<file path="config.mk">
export PLATFORM = sky130hd
export DESIGN_NAME = pmic_rail_config_regs
export DESIGN_NICKNAME = d
export VERILOG_FILES = /design/src/rail_config_bank.v /design/src/pmic_rail_config_regs.v
export VERILOG_INCLUDE_DIRS = /design/src /design/src/src
export SDC_FILE = /design/constraint.sdc
export NUM_CORES = 1
export LEC_CHECK = 0
export BUFFER_PORTS_ARGS = -buffer_cell sky130_fd_sc_hd__buf_2
export CORE_ASPECT_RATIO = 1.25
export CORE_MARGIN = 2
export CORE_UTILIZATION = 44
export DETAILED_ROUTE_END_ITERATION = 8
export PLACE_DENSITY = 0.72
export SETUP_SLACK_MARGIN = 0.4
export SLEW_MARGIN = 20
export SYNTH_ARGS = -nofsm -noshare
export SYNTH_HDL_FRONTEND = slang
export SYNTH_HIERARCHICAL = 1
export SYNTH_SLANG_ARGS = --single-unit
</file>
<file path="constraint.sdc">
create_clock -name mclk -period 5.19 [get_ports mclk]
set_clock_uncertainty 0.15 [all_clocks]
set_input_delay 0.519 -clock mclk [delete_from_list [all_inputs] [get_ports mclk]]
set_output_delay 0.519 -clock mclk [all_outputs]
set_load 0.005 [all_outputs]
</file>
<file path="src/pmic_rail_config_defines.vh">
`ifndef PMIC_RAIL_CONFIG_DEFINES_VH
`define PMIC_RAIL_CONFIG_DEFINES_VH
// Overview of operation
// - Link config bits 3:2 read back the strapped slave address, 0x68 upward.
// - Link config bits 7:6 select link level: 00 1.2V, 01 1.8V, 1x 3.3V.
// - Link config bits 5:4 select one of four internal pull-up strengths.
// - Link config bit 1 sets power-off input level: 0 1.8V, 1 3.3V.
// - Link config bit 0 sets power-off acknowledge level: 0 1.2V, 1 1.8V.
// - Rail off bits 7..3 rails one to five, bit 2 linear; 1 off.
// - Gate bits 7..5 force external regulator enables off; bits 4:0 reserved.
// - Mode bits 7..3 per rail: 0 pulse skipping, 1 forced continuous PWM.
// - Mode bit 2 pairs rails two and three as dual phase; key locked.
// - Mode bit 1 pairs rails four and five as dual phase; key locked.
// - Mode bit 0 is reserved and reads zero.

// Register offsets
`define OFS_COMMON_LINK_CONFIG  8'h43
`define OFS_RAIL_OFF_CONTROL    8'h44
`define OFS_EXT_REGULATOR_GATE  8'h45
`define OFS_RAIL_MODE_SELECT    8'h46

// Field positions
`define LINK_VOLT_HI            7
`define LINK_VOLT_LO            6
`define LINK_PULL_HI            5
`define LINK_PULL_LO            4
`define LINK_ADDR_HI            3
`define LINK_ADDR_LO            2
`define LINK_PWROFF_IN          1
`define LINK_PWROFF_ACK         0
`define RAIL_FIELD_HI           7
`define RAIL_FIELD_LO           3
`define LINEAR_OFF_BIT          2
`define GATE_FIELD_HI           7
`define GATE_FIELD_LO           5
`define PAIR_BC_BIT             2
`define PAIR_DE_BIT             1

// Reset values
`define RST_LINK_CONFIG         6'h00
`define RST_RAIL_OFF            6'h00
`define RST_EXT_GATE            3'h0
`define RST_RAIL_MODE           5'h00
`define RST_PAIRS               2'h0

// Link addressing and timing
`define SLAVE_ADDR_BASE         7'h68
`define STRAP_SETTLE_CYCLES     3'h7
`endif

</file>
<file path="src/rail_config_bank.v">
`timescale 1ns/1ps
`include "pmic_rail_config_defines.vh"
module rail_config_bank
(
   // Clock and reset
   input  wire       mclk,
   input  wire       nrst,
   // Write and read access
   input  wire       wrEn,
   input  wire [7:0] wrAddr,
   input  wire [7:0] wrData,
   input  wire [7:0] rdAddr,
   output reg  [7:0] rdData,
   // Lock and strap
   input  wire       testKeyUnlock,
   input  wire [1:0] addrSel,
   // Stored fields
   output reg  [5:0] linkCfg_q,
   output reg  [5:0] railOff_q,
   output reg  [2:0] extGate_q,
   output reg  [4:0] forcedPwm_q,
   output reg  [1:0] pairs_q
);

   // ----------------------------------------
   // Register writes
   // ----------------------------------------
   always @(posedge mclk or negedge nrst)
   begin
      if (!nrst)
      begin
         linkCfg_q   <= `RST_LINK_CONFIG;
         railOff_q   <= `RST_RAIL_OFF;
         extGate_q   <= `RST_EXT_GATE;
         forcedPwm_q <= `RST_RAIL_MODE;
         pairs_q     <= `RST_PAIRS;
      end
      else if (wrEn)
      begin
         if (wrAddr == `OFS_COMMON_LINK_CONFIG)
         begin
            // Address field bits are not stored
            linkCfg_q <= {wrData[`LINK_VOLT_HI:`LINK_PULL_LO],
                          wrData[`LINK_PWROFF_IN:`LINK_PWROFF_ACK]};
         end
         else if (wrAddr == `OFS_RAIL_OFF_CONTROL)
         begin
            railOff_q <= wrData[`RAIL_FIELD_HI:`LINEAR_OFF_BIT];
         end
         else if (wrAddr == `OFS_EXT_REGULATOR_GATE)
         begin
            extGate_q <= wrData[`GATE_FIELD_HI:`GATE_FIELD_LO];
         end
         else if (wrAddr == `OFS_RAIL_MODE_SELECT)
         begin
            forcedPwm_q <= wrData[`RAIL_FIELD_HI:`RAIL_FIELD_LO];
            if (testKeyUnlock)
            begin
               pairs_q <= wrData[`PAIR_BC_BIT:`PAIR_DE_BIT];
            end
         end
      end
   end

   // ----------------------------------------
   // Read mux
   // ----------------------------------------
   always @*
   begin
      rdData = 8'h00;
      if (rdAddr == `OFS_COMMON_LINK_CONFIG)
      begin
         rdData = {linkCfg_q[5:2], addrSel, linkCfg_q[1:0]};
      end
      else if (rdAddr == `OFS_RAIL_OFF_CONTROL)
      begin
         rdData = {railOff_q, 2'h0};
      end
      else if (rdAddr == `OFS_EXT_REGULATOR_GATE)
      begin
         rdData = {extGate_q, 5'h00};
      end
      else if (rdAddr == `OFS_RAIL_MODE_SELECT)
      begin
         rdData = {forcedPwm_q, pairs_q, 1'b0};
      end
   end
endmodule

</file>
<file path="src/pmic_rail_config_regs.v">
`timescale 1ns/1ps
`include "pmic_rail_config_defines.vh"
module pmic_rail_config_regs
(
   // Clock and reset
   input  wire       mclk,
   input  wire       nrst,
   // Serial link pins
   input  wire       scl,
   input  wire       sdaIn,
   output reg        sdaOut,
   output reg        sdaOe,
   // Strap and lock
   input  wire [1:0] addrStrap,
   input  wire       testKeyUnlock,
   // External regulator requests
   input  wire [2:0] extRegEnReq,
   // Link and power-off pin settings
   output wire [1:0] linkVoltageMode,
   output wire [1:0] linkPullupSel,
   output wire       powerOffInputLevel,
   output wire       powerOffAckLevel,
   // Rail control
   output wire [4:0] railOff,
   output wire       linearRegOff,
   output wire [4:0] railForcedPwm,
   output wire       pairBcDualPhase,
   output wire       pairDeDualPhase,
   // External regulator enables
   output reg  [2:0] extRegEnableOut
);

   localparam IDLE      = 4'h0;
   localparam ADDR      = 4'h1;
   localparam ADDR_ACK  = 4'h2;
   localparam PTR       = 4'h3;
   localparam PTR_ACK   = 4'h4;
   localparam WDATA     = 4'h5;
   localparam WDATA_ACK = 4'h6;
   localparam RDATA     = 4'h7;
   localparam RDATA_ACK = 4'h8;

   reg  [3:0] sync1_q;
   reg  [3:0] sync2_q;
   reg  [3:0] sync3_q;
   reg  [3:0] filt_q;
   reg        sclPrev_q;
   reg        sdaPrev_q;
   reg  [2:0] strapCnt_q;
   reg  [1:0] addrSel_q;
   reg  [3:0] state_q;
   reg  [3:0] bitCnt_q;
   reg  [7:0] shift_q;
   reg  [7:0] ptr_q;
   reg        readMode_q;
   reg        hostNack_q;
   reg        wrEn_q;
   reg  [7:0] wrData_q;
   wire       sclF;
   wire       sdaF;
   wire       sclRise;
   wire       sclFall;
   wire       startCond;
   wire       stopCond;
   wire [6:0] devAddr;
   wire [7:0] rdData;
   wire [5:0] linkCfg;
   wire [5:0] railOffBits;
   wire [2:0] extGate;
   wire [1:0] pairs;

   // ----------------------------------------
   // Pin synchronisers
   // ----------------------------------------
   genvar i;
   generate
      for (i = 0; i < 4; i = i + 1)
      begin : gSync
         wire pinIn;
         if (i == 0)
         begin : gScl
            assign pinIn = scl;
         end
         else if (i == 1)
         begin : gSda
            assign pinIn = sdaIn;
         end
         else
         begin : gStrap
            assign pinIn = addrStrap[i-2];
         end
         always @(posedge mclk or negedge nrst)
         begin
            if (!nrst)
            begin
               sync1_q[i] <= 1'b1;
               sync2_q[i] <= 1'b1;
               sync3_q[i] <= 1'b1;
               filt_q[i]  <= 1'b1;
            end
            else
            begin
               sync1_q[i] <= pinIn;
               sync2_q[i] <= sync1_q[i];
               sync3_q[i] <= sync2_q[i];
               if (sync2_q[i] == sync3_q[i])
               begin
                  filt_q[i] <= sync3_q[i];
               end
            end
         end
      end
   endgenerate

   assign sclF      = filt_q[0];
   assign sdaF      = filt_q[1];
   assign sclRise   = sclF & ~sclPrev_q;
   assign sclFall   = ~sclF & sclPrev_q;
   assign startCond = sclF & sclPrev_q & sdaPrev_q & ~sdaF;
   assign stopCond  = sclF & sclPrev_q & ~sdaPrev_q & sdaF;
   assign devAddr   = `SLAVE_ADDR_BASE + {5'h00, addrSel_q};

   // ----------------------------------------
   // Address strap capture after reset
   // ----------------------------------------
   always @(posedge mclk or negedge nrst)
   begin
      if (!nrst)
      begin
         strapCnt_q <= 3'h0;
         addrSel_q  <= 2'h0;
      end
      else if (strapCnt_q != `STRAP_SETTLE_CYCLES)
      begin
         strapCnt_q <= strapCnt_q + 3'h1;
         addrSel_q  <= filt_q[3:2];
      end
   end

   // ----------------------------------------
   // Serial link target engine
   // ----------------------------------------
   always @(posedge mclk or negedge nrst)
   begin
      if (!nrst)
      begin
         sclPrev_q  <= 1'b1;
         sdaPrev_q  <= 1'b1;
         state_q    <= IDLE;
         bitCnt_q   <= 4'h0;
         shift_q    <= 8'h00;
         ptr_q      <= 8'h00;
         readMode_q <= 1'b0;
         hostNack_q <= 1'b0;
         wrEn_q     <= 1'b0;
         wrData_q   <= 8'h00;
         sdaOut     <= 1'b0;
         sdaOe      <= 1'b0;
      end
      else
      begin
         sclPrev_q <= sclF;
         sdaPrev_q <= sdaF;
         wrEn_q    <= 1'b0;
         sdaOut    <= 1'b0;
         if (startCond)
         begin
            state_q  <= ADDR;
            bitCnt_q <= 4'h0;
            sdaOe    <= 1'b0;
         end
         else if (stopCond)
         begin
            state_q <= IDLE;
            sdaOe   <= 1'b0;
         end
         else
         begin
            case (state_q)
               ADDR, PTR, WDATA:
               begin
                  if (sclRise)
                  begin
                     shift_q  <= {shift_q[6:0], sdaF};
                     bitCnt_q <= bitCnt_q + 4'h1;
                  end
                  else if (sclFall && bitCnt_q == 4'h8)
                  begin
                     bitCnt_q <= 4'h0;
                     if (state_q == ADDR)
                     begin
                        if (shift_q[7:1] == devAddr)
                        begin
                           readMode_q <= shift_q[0];
                           sdaOe      <= 1'b1;
                           state_q    <= ADDR_ACK;
                        end
                        else
                        begin
                           state_q <= IDLE;
                        end
                     end
                     else if (state_q == PTR)
                     begin
                        ptr_q   <= shift_q;
                        sdaOe   <= 1'b1;
                        state_q <= PTR_ACK;
                     end
                     else
                     begin
                        wrEn_q   <= 1'b1;
                        wrData_q <= shift_q;
                        sdaOe    <= 1'b1;
                        state_q  <= WDATA_ACK;
                     end
                  end
               end
               ADDR_ACK:
               begin
                  if (sclFall)
                  begin
                     if (readMode_q)
                     begin
                        shift_q <= rdData;
                        sdaOe   <= ~rdData[7];
                        state_q <= RDATA;
                     end
                     else
                     begin
                        sdaOe   <= 1'b0;
                        state_q <= PTR;
                     end
                  end
               end
               PTR_ACK, WDATA_ACK:
               begin
                  if (sclFall)
                  begin
                     sdaOe   <= 1'b0;
                     state_q <= WDATA;
                     if (state_q == WDATA_ACK)
                     begin
                        ptr_q <= ptr_q + 8'h01;
                     end
                  end
               end
               RDATA:
               begin
                  if (sclRise)
                  begin
                     bitCnt_q <= bitCnt_q + 4'h1;
                  end
                  else if (sclFall)
                  begin
                     if (bitCnt_q == 4'h8)
                     begin
                        bitCnt_q <= 4'h0;
                        sdaOe    <= 1'b0;
                        state_q  <= RDATA_ACK;
                     end
                     else
                     begin
                        shift_q <= {shift_q[6:0], 1'b0};
                        sdaOe   <= ~shift_q[6];
                     end
                  end
               end
               RDATA_ACK:
               begin
                  if (sclRise)
                  begin
                     hostNack_q <= sdaF;
                     ptr_q      <= ptr_q + 8'h01;
                  end
                  else if (sclFall)
                  begin
                     if (hostNack_q)
                     begin
                        state_q <= IDLE;
                     end
                     else
                     begin
                        shift_q <= rdData;
                        sdaOe   <= ~rdData[7];
                        state_q <= RDATA;
                     end
                  end
               end
               default:
               begin
                  sdaOe <= 1'b0;
               end
            endcase
         end
      end
   end

   // ----------------------------------------
   // Register bank
   // ----------------------------------------
   rail_config_bank uBank
   (
      .mclk          (mclk),
      .nrst          (nrst),
      .wrEn          (wrEn_q),
      .wrAddr        (ptr_q),
      .wrData        (wrData_q),
      .rdAddr        (ptr_q),
      .rdData        (rdData),
      .testKeyUnlock (testKeyUnlock),
      .addrSel       (addrSel_q),
      .linkCfg_q     (linkCfg),
      .railOff_q     (railOffBits),
      .extGate_q     (extGate),
      .forcedPwm_q   (railForcedPwm),
      .pairs_q       (pairs)
   );

   assign linkVoltageMode    = linkCfg[5:4];
   assign linkPullupSel      = linkCfg[3:2];
   assign powerOffInputLevel = linkCfg[1];
   assign powerOffAckLevel   = linkCfg[0];
   assign railOff            = railOffBits[5:1];
   assign linearRegOff       = railOffBits[0];
   assign pairBcDualPhase    = pairs[1];
   assign pairDeDualPhase    = pairs[0];

   // ----------------------------------------
   // External regulator enable gating
   // ----------------------------------------
   always @(posedge mclk or negedge nrst)
   begin
      if (!nrst)
      begin
         extRegEnableOut <= 3'h0;
      end
      else
      begin
         extRegEnableOut <= extRegEnReq &
                            ~{extGate[0], extGate[1], extGate[2]};
      end
   end
endmodule

</file>
* Yosys cells after proc, flatten, opt, wreduce, memory -nomap -nowiden
Index checks and enable logic that the tools add are counted.
** Word-level totals
- Register bits after elaboration :: 84
- Input port bits :: 10
- Output and inout port bits :: 24
** Cells by class
- Add/sub/neg operators :: 4
- Equal/unequal tests :: 50
- Muxes and demuxes :: 70
- Bitwise operators :: 23
- Reduce and logical (&&, ||, !) cells :: 20
** Operators by type and width (count)
- two-way mux 8 bit :: 20
- two-way mux 4 bit :: 19
- != test 4 bit (second input constant) :: 13
- != test 2 bit (second input constant) :: 17
- == test 8 x 7 -> 1 bit (second input constant) :: 4
- case mux 8 bit (4 select lines) :: 1
- AND reduction 10 bit :: 3
- case mux 8 bit (3 select lines) :: 1
- two-way mux 1 bit :: 22
- case mux 4 bit (5 select lines) :: 1
- == test 4 x 3 -> 1 bit (second input constant) :: 4
- NOT 1 bit :: 14
- AND reduction 7 bit :: 2
- AND reduction 12 bit :: 1
- AND reduction 5 bit :: 2
- adder 8 x 1 -> 8 bit (second input constant) :: 1
- == test 4 x 2 -> 1 bit (second input constant) :: 2
- == test 4 bit (second input constant) :: 2
- case mux 4 bit (2 select lines) :: 1
- AND reduction 4 bit :: 2
- adder 6 x 3 -> 7 bit (first input constant) :: 1
- AND 1 bit :: 7
- == test 7 bit :: 1
- nonzero test 7 bit :: 1
- 19 further kinds :: 25

* Longest topological paths before layout
Gate-level depths: netlist of the first run.
- Depth in word-level cells :: 12
- Depth in mapped cells :: 9
- Gate-level depth less buffers :: 8

* Modules after synthesis
Netlist of the first run, hierarchy kept.
** By module, submodules not included
- pmic_rail_config_regs :: times used 1, cells each 282, area an instance 3125.5 um2, sequential area each 1574.0 um2
- rail_config_bank :: times used 1, cells each 95, area an instance 1159.9 um2, sequential area each 550.5 um2

* Least setup slack after synthesis of the first run
OpenSTA, ideal clock, no wires.
- Path type :: register to register
- From :: register sclPrev_q
- To :: register ptr_q[5]
- Library setup time :: 121 ps
- Arrival :: 2127 ps
- Path slack :: 2792 ps
- Cell stages (with the launch flop) :: 8
- Path buffers :: 1
- Period minus slack after synthesis :: 2398 ps
- Cell sequence :: dfstp_2 inv_1 ha_1 or3b_1 a211o_1 a221o_1 buf_2 o22a_1
** On the way
- Word-level cells in the longest chain between the ends :: 5
** RTL lines
- start: declaration :: line pmic_rail_config_regs.v:47 : reg sclPrev_q;
- start signal: assignment :: line pmic_rail_config_regs.v:162 : sclPrev_q <= sclF;
- AND 1 bit :: line pmic_rail_config_regs.v:119, pmic_rail_config_regs.v:120
- AND 1 bit, on equally long branches (2 in a row) :: line pmic_rail_config_regs.v:120, pmic_rail_config_regs.v:119
- NOT 1 bit (no source line)
- AND reduction 10 bit (no source line) *
- end signal: assignment :: line pmic_rail_config_regs.v:205 : ptr_q <= shift_q;
- end signal: assignment :: line pmic_rail_config_regs.v:243 : ptr_q <= ptr_q + 8'h01;
- end signal: assignment :: line pmic_rail_config_regs.v:273 : ptr_q <= ptr_q + 8'h01;
- end: declaration :: line pmic_rail_config_regs.v:54 : reg [7:0] ptr_q;
Mark *: on every way between the ends. The rest lies on a longest branch, timed or not.
A chain may end at the register's enable or synchronous reset.

* Worst setup path after layout of the first run
- From :: register sclPrev_q
- To :: register ptr_q[0]
Same word-level chain as after synthesis.

==> results.py, run 1 <==
metrics = {
    "timing": {
        "tns_ps": 0,
        "worst_pin_slew_ps": 745,
        "rsz0062_at_grt": "false",
        "finalCriticalPeriod_ps": 2830,
        "period_share_pct": 54.5,
        "hold_viol": 0,
        "clock.fmax_mhz": 354,
        "finalSetupViolCount": 0,
        "slew_violations": 0,
        "timing.slew.headroom_pct": 50.3,
        "hold_ws_ps": 72.2,
    },
    "global_route": {
        "antenna_found_initial": 0,
        "grt_pass1_wl_um": 15000,
        "grt_pass1_vias": 2999,
        "grt-ovfl-total": 0,
        "grt_max_degree": 85,
        "grt_use_total_pct": 17.9,
    },
    "final_layout": {
        "layout-area-overhead-vs-synth_pct": 12.5,
        "fin_util_pct": 50.4,
        "drive_gt1_share_pct": 31.9,
        "fin_nets": 420,
        "antenna_cells": 0,
    },
    "synth": {
        "synth_edf_count": 0,
        "synth_top_area_cell": "dfrtp_1",
        "synth_ff_type": "dfrtp_1",
        "ys_warn_count": 6,
        "yosys-top-cells-count": "dfrtp_1 (66), mux2_2 (56), dfstp_2 (18), nand2_1 (18), a21oi_1 (17)",
        "synth_area_leaders": "dfrtp_1 (39%), mux2_2 (15%), dfstp_2 (11%), ha_1 (2.3%), and3b_1 (2.2%)",
        "syn-num-nets": 395,
        "synth_top_area_share_pct": 38.5,
        "yosysMostFrequentCell": "dfrtp_1",
        "synth_cells": 377,
        "avgSynthCellArea_um2": 11.4,
        "ys_async_sr_fraction_pct": 100,
        "syn_area_um2": 4290,
        "seq_area_frac_synth_pct": 49.6,
        "synth-seq-cells": 84,
        "yosysUniqueCellTypes": 60,
    },
    "route": {
        "firstDrtPassIters": 4,
        "drc": 0,
        "drt_iter0_drc": 145,
        "drt-vias-per-instance": 5.62,
        "ant_nets": 0,
        "via_count": 2998,
        "wl_um": 8790,
        "routedWlPerCell_um": 16.5,
    },
    "die": {
        "row_count": 40,
        "die_area_um2": 10500,
        "start_util_pct": 44.8,
        "num_io_pins": 34,
        "die_w_um": 92.3,
        "core_um2": 9560,
        "die_h_um": 114,
    },
    "cts": {
        "clk_latency_ps": 330,
        "numCtsBuffers": 9,
        "ctsHoldBuffers": 0,
        "clk_pin_slew_ps": 60,
        "cts.path.max_buffers": 2,
        "cts.sinks": 84,
        "htree_levels": 3,
        "cts_tree": "built",
        "post_cts_buffers": 0,
        "post_cts_resized": 0,
        "clock-root-buffer": "clkbuf_16",
    },
    "job": {
        "cap_viol_max_count": 0,
    },
    "setup_path": {
        "cp.required_ps": 5310,
        "crit_slowest_cell": "dfstp_2",
        "slowest_delay_ps": 550,
        "startpoint_type": "flop",
        "crit_path_end_kind": "flop",
        "path_cells": "inv_1 > ha_1 > or3b_1 > a211o_1 > a221o_1 > or3b_1 > nand3_1",
        "worstPathArrival_ps": 2950,
        "rrSetupSlack_ps": 2360,
        "cp_common_cell": "or3b_1",
        "path_max_fanout": 17,
        "worstSetupPathType": "flop to flop",
    },
    "placement": {
        "numPortBuffers": 32,
        "gp_congestion": 0.814,
        "dpl.hpwl_um": 6000,
    },
    "power_and_ir_drop": {
        "power.density_nw_per_um2": 305,
        "leakagePower_nw": 2.21,
        "peakVddDrop_v": 0.000241,
    },
    "worst_hold_path": {
        "hold_class": "primary input to async pin",
    },
    "status": {
        "outcome": "finished, final reports clean",
    },
}
==> state kept, by name (all words and copies together), names as in the netlist, 3 cells and up <==
name / count
ptr_q: 8
shift_q: 8
wrData_q: 8
uBank/linkCfg_q: 6
uBank/railOff_q: 6
uBank/forcedPwm_q: 5
bitCnt_q: 4
state_q: 4
sync1_q: 4
sync2_q: 4
sync3_q: 4
extRegEnableOut: 3
strapCnt_q: 3
uBank/extGate_q: 3
==> kinds of logic (layout without fill, tap and decap cells) <==
logic type | Yosys count | in the layout | share of synthesized area (%)
other | 1 | 1 | 0.0875
XOR/XNOR | 5 | 5 | 1.02
adder cells (fa/ha/maj) | 12 | 12 | 3.27
buffers and inverters | 33 | 63 | 3.30
AO/OA/AOI/OAI | 72 | 72 | 11.5
AND/OR/NAND/NOR | 109 | 109 | 15.4
flip-flops | 84 | 84 | 49.6
multiplexers | 61 | 61 | 15.9
==> where the power goes <==
group / total (W) / switching [W] / leakage (nW) / internal [W]
combinational: 0.000128 / 0.0000651 / 0.994 / 0.0000626
clock: 0.000615 / 0.000260 / 0.141 / 0.000355
sequential: 0.000728 / 0.0000348 / 1.08 / 0.000693
==> cells in the final DEF, fill, tap and decap left out, types with 9 or more instances in the layout <==
cell type and count:
o21ai_0 9, inv_1 14, clkbuf_16 10, nand3_1 15, dfrtp_1 66, and3b_1 11
a21oi_1 17, mux2_2 56, dfstp_2 18, buf_2 31, nor2_1 16, nand2_1 18
==> critical path, delay by kind of cell, from the launching register on <==
kind | cells | cell delay [ps]
and+or+nand+nor | 3 | 910
AOI/OAI and AO/OA | 2 | 800
DFF | 1 | 550
adders and majority gates | 1 | 320
buffers and inverters | 1 | 40
==> per-stage QoR <==
stage | worst slack (ps) | power (W) | cell area (um2) | std cells
after floorplan | 2790 | 0.000824 | 4290 | 377
after global placement | 2410 | 0.000865 | 4520 | 517
after detailed placement | 2370 | 0.000868 | 4520 | 517
after CTS | 2360 | 0.00149 | 4820 | 533
after global routing | 2190 | 0.00154 | 4820 | 533
final | 2360 | 0.00147 | 4820 | 533
==> metal layers <==
| layer | up-vias | share of wire [%] | GRT usage (%) |
|---|---|---|---|
| li1 | 1423 | - | - |
| met1 | 1507 | 45 | 23.5 |
| met2 | 56 | 50 | 29.4 |
| met3 | 12 | 2.9 | 3.55 |
| met4 | 0 | 1.9 | 7.16 |
| met5 | - | 0 | 0 |
==> worst paths after layout <==
check / to / depth (start not counted) / from
min in group mclk: sync1_q[1] / 1 / sdaIn
worst min-delay path: extRegEnableOut[2] / 1 / nrst
worst min register to register: sync2_q[2] / 0 / sync1_q[2]
max in group asynchronous: state_q[2] / 1 / nrst
worst max register to register: ptr_q[0] / 7 / sclPrev_q
worst max-delay path: ptr_q[0] / 7 / sclPrev_q
==> layout make-up <==
type	count	area, um2
fillers	820	4740
flip-flops and latches	84	2120
clock inverters	6	43.8
multi-input cells	260	2020
repair buffers	33	174
clock buffers	10	250
well taps	126	158
inverters	14	52.6
(Power assumes the default switching activity.)
==> run 2, diff against run 1 <==
- ABC_AREA: default -> 1
- PLACE_DENSITY: 0.72 -> 0.74
- clock period: 5.19 -> 2.39 ns (I/O delays scaled with it)
==> run 2 against run 1 <==
Against the previous run: clock power increased by 110%; count of clock-buffer cells in the layout increased by 2; area after synthesis increased by 6.7%; hold slack got worse by 16 ps; largest cell class is now multi-input gates.
==> results.py, run 2 <==
metrics = {
    "status": {
        "outcome": "finished, final reports clean",
    },
    "synth": {
        "yosys-top-cells-count": "nand2_1 (168), dfrtp_1 (66), nand3_1 (62), inv_1 (59), nor2_1 (40)",
        "syn-num-nets": 587,
        "yosysMostFrequentCell": "nand2_1",
        "ys_async_sr_fraction_pct": 100,
        "syn_area_um2": 4570,
        "synth_edf_count": 0,
        "synth-seq-cells": 84,
        "yosysUniqueCellTypes": 39,
        "synth_area_leaders": "dfrtp_1 (36%), nand2_1 (14%), dfstp_2 (10%), nand3_1 (6.8%), inv_1 (4.8%)",
        "synth_cells": 569,
        "synth_top_area_share_pct": 36.1,
        "synth_top_area_cell": "dfrtp_1",
        "avgSynthCellArea_um2": 8.03,
        "synth_ff_type": "dfrtp_1",
        "ys_warn_count": 6,
        "seq_area_frac_synth_pct": 46.5,
    },
    "placement": {
        "gp_congestion": 0.934,
        "dp_slack_ps": 209,
        "numPortBuffers": 32,
        "dpl.hpwl_um": 7670,
    },
    "timing": {
        "period_share_pct": 81.9,
        "finalSetupViolCount": 0,
        "slew_violations": 0,
        "finalCriticalPeriod_ps": 1960,
        "clock.fmax_mhz": 511,
        "timing.slew.headroom_pct": 57.0,
        "rsz0062_at_grt": "true",
        "hold_ws_ps": 56.7,
        "worst_pin_slew_ps": 644,
        "tns_ps": 0,
        "hold_viol": 0,
        "layout_setup_ws_ps": 431,
    },
    "setup_path": {
        "worstSetupPathType": "flop to flop",
        "worstReg2RegEnd": "sdaOe",
        "worstPathArrival_ps": 2030,
        "startpoint_type": "flop",
        "r2r_cells": 11,
        "startpoint": "ptr_q[5]",
        "rrSetupSlack_ps": 430,
        "crit_end": "sdaOe",
        "path_max_fanout": 6,
        "cp.required_ps": 2470,
        "reg2reg_from": "ptr_q[5]",
        "crit_path_end_kind": "flop",
    },
    "final_layout": {
        "final_common_cell": "nand2_1",
        "mostFrequentLayoutCells": "nand2_1 (158), dfrtp_1 (65), inv_1 (55), nand3_1 (55), nor2_1 (39)",
        "layout-area-overhead-vs-synth_pct": 20.7,
        "fin_nets": 647,
        "antenna_cells": 0,
        "reg_top3": "ptr_q (8), shift_q (8), wrData_q (8)",
        "drive_gt1_share_pct": 28.7,
        "filler_cell_count": 875,
    },
    "cts": {
        "cts.sinks": 84,
        "cts_tree": "built",
        "clock-root-buffer": "clkbuf_16",
        "cts.path.max_buffers": 2,
        "numCtsBuffers": 9,
        "clk_latency_ps": 340,
        "htree_levels": 3,
        "clk_pin_slew_ps": 60,
    },
    "power_and_ir_drop": {
        "peakVddDrop_v": 0.000424,
        "power.density_nw_per_um2": 976,
        "leakagePower_nw": 2.65,
    },
    "die": {
        "start_util_pct": 45.2,
        "die_w_um": 95.2,
        "die_h_um": 118,
        "die_area_um2": 11200,
        "core_um2": 10100,
        "num_io_pins": 34,
        "row_count": 41,
    },
    "route": {
        "drc": 0,
        "wl_um": 11300,
        "drt-vias-per-instance": 5.35,
        "ant_nets": 0,
        "firstDrtPassIters": 6,
        "routedWlPerCell_um": 14.8,
        "via_count": 4082,
        "drt_iter0_drc": 349,
    },
    "global_route": {
        "grt_pass1_wl_um": 18100,
        "antenna_found_initial": 0,
        "grt_use_total_pct": 20.2,
        "grt_pass1_vias": 3932,
        "grt_max_degree": 50,
        "grt-ovfl-total": 0,
    },
    "job": {
        "cap_viol_max_count": 0,
    },
    "worst_hold_path": {
        "hold_class": "primary input to flop",
        "hold-path-cell-count": 3,
    },
}
==> run 2: cell count changes after synthesis, sizes merged, moves of 36 or more <==
| cell | previous run | this run |
|---|---|---|
| nand2 | 18 | 181 |
| mux2 | 56 | 2 |
| nand3 | 15 | 68 |
| inv | 14 | 66 |
| nor2 | 16 | 55 |
| o21ai | 12 | 48 |
==> run 2: how the worst min path moves through the flow <==
stage | end | start | slack (ps)
2_1_floorplan | addrSel_q[0] | nrst | -210
6_report | uBank/pairs_q[1] | testKeyUnlock | 60
3_3_place_gp | bitCnt_q[1] | nrst | 140
5_1_grt | uBank/pairs_q[1] | testKeyUnlock | 70
3_5_place_dp | bitCnt_q[0] | nrst | 150
4_1_cts | uBank/pairs_q[1] | testKeyUnlock | 50
==> run 2: worst max-delay path, stage by stage, from the launching register on <==
cell and delay, ps:
dfrtp_1 410, or2_1 250, nor2_4 210, nand3_2 120
nand4_1 240, nor2_1 70, nand2_1 70, nand3_1 60
nor2_1 90, nor2_1 50, nand3_1 90, nand2_1 50
==> run 2: timing repair <==
| item | in CTS | in global routing |
|---|---|---|
| hold endpoints to repair | 39 | 0 |
| gates resized for setup | 10 | 33 |
| pin swaps | 2 | 13 |
| endpoints found under the setup margin | 33 | 33 |
| cloned | 0 | 2 |
| buffers inserted | 3 | 6 |
| hold buffers | 8 | 0 |
==> run 2: routing by layer <==
| metal | share of wire [%] | vias up | GRT usage [%] |
|---|---|---|---|
| met4 | 3.5 | 0 | 9.42 |
| met2 | 51 | 156 | 33.9 |
| met5 | 0 | - | 0 |
| met1 | 41 | 1945 | 24.9 |
| li1 | - | 1946 | - |
| met3 | 4.8 | 35 | 3.01 |
==> run 2: metrics by stage <==
step / cell area (um2) / util (%) / std cells / total power (W)
CTS: 5320 / 52.7 / 755 / 0.00510
detailed placement: 4900 / 48.5 / 728 / 0.00370
finish: 5520 / 54.6 / 763 / 0.00538
floorplan: 4570 / - / 569 / 0.00328
global placement: 4900 / 48.5 / 728 / 0.00364
global route: 5520 / 54.6 / 763 / 0.00573
==> run 2: cell families after synthesis <==
logic type	Yosys count	synth area share, %
AND/OR/NAND/NOR	325	33.1
AO/OA/AOI/OAI	60	8.29
XOR/XNOR	5	0.958
multiplexers	3	0.712
adder cells (fa/ha/maj)	12	3.07
buffers and inverters	79	7.34
other	1	0.0820
flip-flops	84	46.5
==> run 2: report_power, final <==
part           internal (W)  switching, W
registers           0.00162      0.000221
logic              0.000790       0.00144
clock network      0.000764      0.000548
total               0.00317       0.00221
==> run 2: area by class of cell <==
class,count,area (um2),share of cell area [%]
clock buffer,12,258,4.67
clock inverter,4,23.8,0.431
inverter,66,253,4.58
multi-input combinational,408,2270,41.1
sequential,84,2130,38.5
tap,129,161,2.93
timing repair buffer,60,425,7.71
==> run 3, diff against run 2 <==
- clock period: 2.39 -> 1.65 ns (I/O delays scaled with it)
==> run 3 against run 2 <==
Against the previous run: the flow now finishes with violations (setup timing); largest power group unchanged; global-route usage rose by 3.1 points; first-iteration DRC count fell by 6.6%; critical path type unchanged; core utilization rose by 13 points; final cell count rose by 11%.
==> results.py, run 3 (synthesis results as in run 2) <==
metrics = {
    "final_layout": {
        "layout-area-overhead-vs-synth_pct": 48.7,
        "fin_nets": 728,
        "fin_util_pct": 67.3,
        "mostFrequentLayoutCells": "nand2_1 (114), buf_4 (70), dfrtp_1 (63), inv_1 (49), nand2_2 (47)",
        "multiInputGateArea_um2": 2760,
        "filler_cell_count": 734,
        "reg_top3": "ptr_q (8), shift_q (8), wrData_q (8)",
        "antenna_cells": 0,
        "drive_gt1_share_pct": 49.0,
        "seq_area_um2": 2130,
        "final_common_cell": "nand2_1",
        "final_cell_count_no_fill": 844,
    },
    "placement": {
        "numPortBuffers": 32,
        "dp_cells": 786,
        "dpl.hpwl_um": 8100,
        "gp_congestion": 0.910,
        "dp_slack_ps": -310,
    },
    "setup_path": {
        "crit_slowest_cell": "dfstp_2",
        "startpoint_type": "flop",
        "path_cells": "inv_2 > ha_4 > inv_4 > nand4_1 > nor2_2 > inv_2 > buf_12 > nand2_2 > o21ai_2",
        "path_delay_family": "flip-flops",
        "rrSetupSlack_ps": -270,
        "crit_buf_inv": 4,
        "slowest_delay_ps": 590,
        "worstReg2RegEnd": "wrData_q[0]",
        "path_max_fanout": 8,
        "worstSetupPathType": "flop to flop",
        "cp.required_ps": 1740,
        "worstPathArrival_ps": 2000,
        "r2r_cells": 9,
        "reg2reg_from": "sclPrev_q",
        "crit_path_end_kind": "flop",
        "cp_common_cell": "inv_2",
    },
    "timing": {
        "clock.fmax_mhz": 522,
        "finalCriticalPeriod_ps": 1920,
        "layout_setup_ws_ps": -266,
        "hold_ws_ps": 208,
        "slew_violations": 0,
        "finalSetupViolCount": 48,
        "tns_ps": -7180,
        "hold_viol": 0,
        "period_share_pct": 116,
        "rsz0062_at_grt": "true",
    },
    "cts": {
        "numCtsBuffers": 9,
        "clk_latency_ps": 350,
        "clock-root-buffer": "clkbuf_16",
        "cts_tree": "built",
        "htree_levels": 3,
        "cts.path.max_buffers": 2,
        "clk_pin_slew_ps": 70,
        "cts.sinks": 84,
    },
    "route": {
        "drt-vias-per-instance": 5.36,
        "firstDrtPassIters": 5,
        "via_count": 4522,
        "drt_iter0_drc": 326,
        "routedWlPerCell_um": 16.1,
        "ant_nets": 0,
        "drc": 0,
        "wl_um": 13600,
    },
    "worst_hold_path": {
        "hp-start": "sync1_q[2]",
        "hold_class": "flop to flop",
        "hold-path-cell-count": 0,
        "whs_endpoint": "sync2_q[2]",
    },
    "global_route": {
        "grt_pass1_vias": 4427,
        "grt-ovfl-total": 0,
        "grt_max_degree": 85,
        "antenna_found_initial": 0,
        "grt_pass1_wl_um": 20400,
        "grt_use_total_pct": 23.2,
    },
    "die": {
        "die_area_um2": 11200,
        "die_w_um": 95.2,
        "num_io_pins": 34,
        "row_count": 41,
        "core_um2": 10100,
        "die_h_um": 118,
        "start_util_pct": 45.2,
    },
    "status": {
        "violations": "setup timing",
        "outcome": "complete, but fails checks",
    },
    "power_and_ir_drop": {
        "leakagePower_nw": 3.29,
        "peakVddDrop_v": 0.00103,
        "power.density_nw_per_um2": 1370,
    },
    "job": {
        "cap_viol_max_count": 0,
    },
}
[run 3: changes by cell type in the layout (fill, tap and decap cells not counted), moves of 5 or more]
cell | before | now
buf_6 | 0 | 22
o21ai_2 | 18 | 23
buf_4 | 18 | 70
o21ai_1 | 7 | 12
nor2_4 | 8 | 16
nand3_2 | 11 | 20
nand2_4 | 3 | 20
o21ai_0 | 23 | 13
nand2_2 | 21 | 47
inv_1 | 55 | 49
nor2_1 | 39 | 31
nand3_1 | 55 | 42
nand2_1 | 158 | 114
inv_2 | 9 | 14
[run 3: cell type report]
cell class / instances / share of cell area (%)
repair buffers: 140 / 17.4
clock buffers: 10 / 3.68
inverters: 66 / 3.83
multi-input cells: 409 / 40.6
clock inverters: 6 / 0.791
flip-flops and latches: 84 / 31.3
well taps: 129 / 2.37
[run 3: timing repair]
item	CTS	global route
hold buffers	9	0
hold endpoints to repair	75	0
setup buffers	21	8
resized for setup	89	82
pin swaps	50	48
setup endpoints to repair	60	63
gates cloned	2	2
[run 3: metrics by stage]
stage | power, W | instance area, um2
after floorplan | 0.00488 | 4720
after detailed placement | 0.00609 | 5500
final | 0.00930 | 6800
after global placement | 0.00600 | 5500
after global routing | 0.00980 | 6800
after CTS | 0.00873 | 6450
[run 3: worst register-to-register path: stages, from the launching register on]
cell     delay [ps]
dfstp_2         590
inv_2            70
ha_4            200
inv_4            70
nand4_1         160
nor2_2          180
inv_2           100
buf_12          160
nand2_2          70
o21ai_2          50
[run 3: how the worst max path moves through the flow]
stage / from / to / slack (ps) / cells after the start
detailed placement: sclF / shift_q[7] / -310 / 9
global placement: sdaPrev_q / ptr_q[5] / -230 / 10
CTS: ptr_q[4] / sdaOe / -210 / 11
floorplan: ptr_q[4] / sdaOe / -140 / 12
global route: sclPrev_q / wrData_q[0] / -360 / 9
finish: sclPrev_q / wrData_q[0] / -270 / 9
[run 3: report_power, final]
part	switching (W)	leakage, nW	internal (W)
logic	0.00273	2.07	0.00192
registers	0.000255	1.07	0.00235
clock network	0.000905	0.147	0.00114
[run 3: routing by layer]
| metal | part of all wire (%) | global-route usage (%) | up-vias |
|---|---|---|---|
| li1 | - | - | 2122 |
| met1 | 37 | 26.1 | 2199 |
| met2 | 55 | 40.3 | 160 |
| met3 | 4.4 | 4.10 | 41 |
| met4 | 3.7 | 13.2 | 0 |
| met5 | 0 | 0 | - |
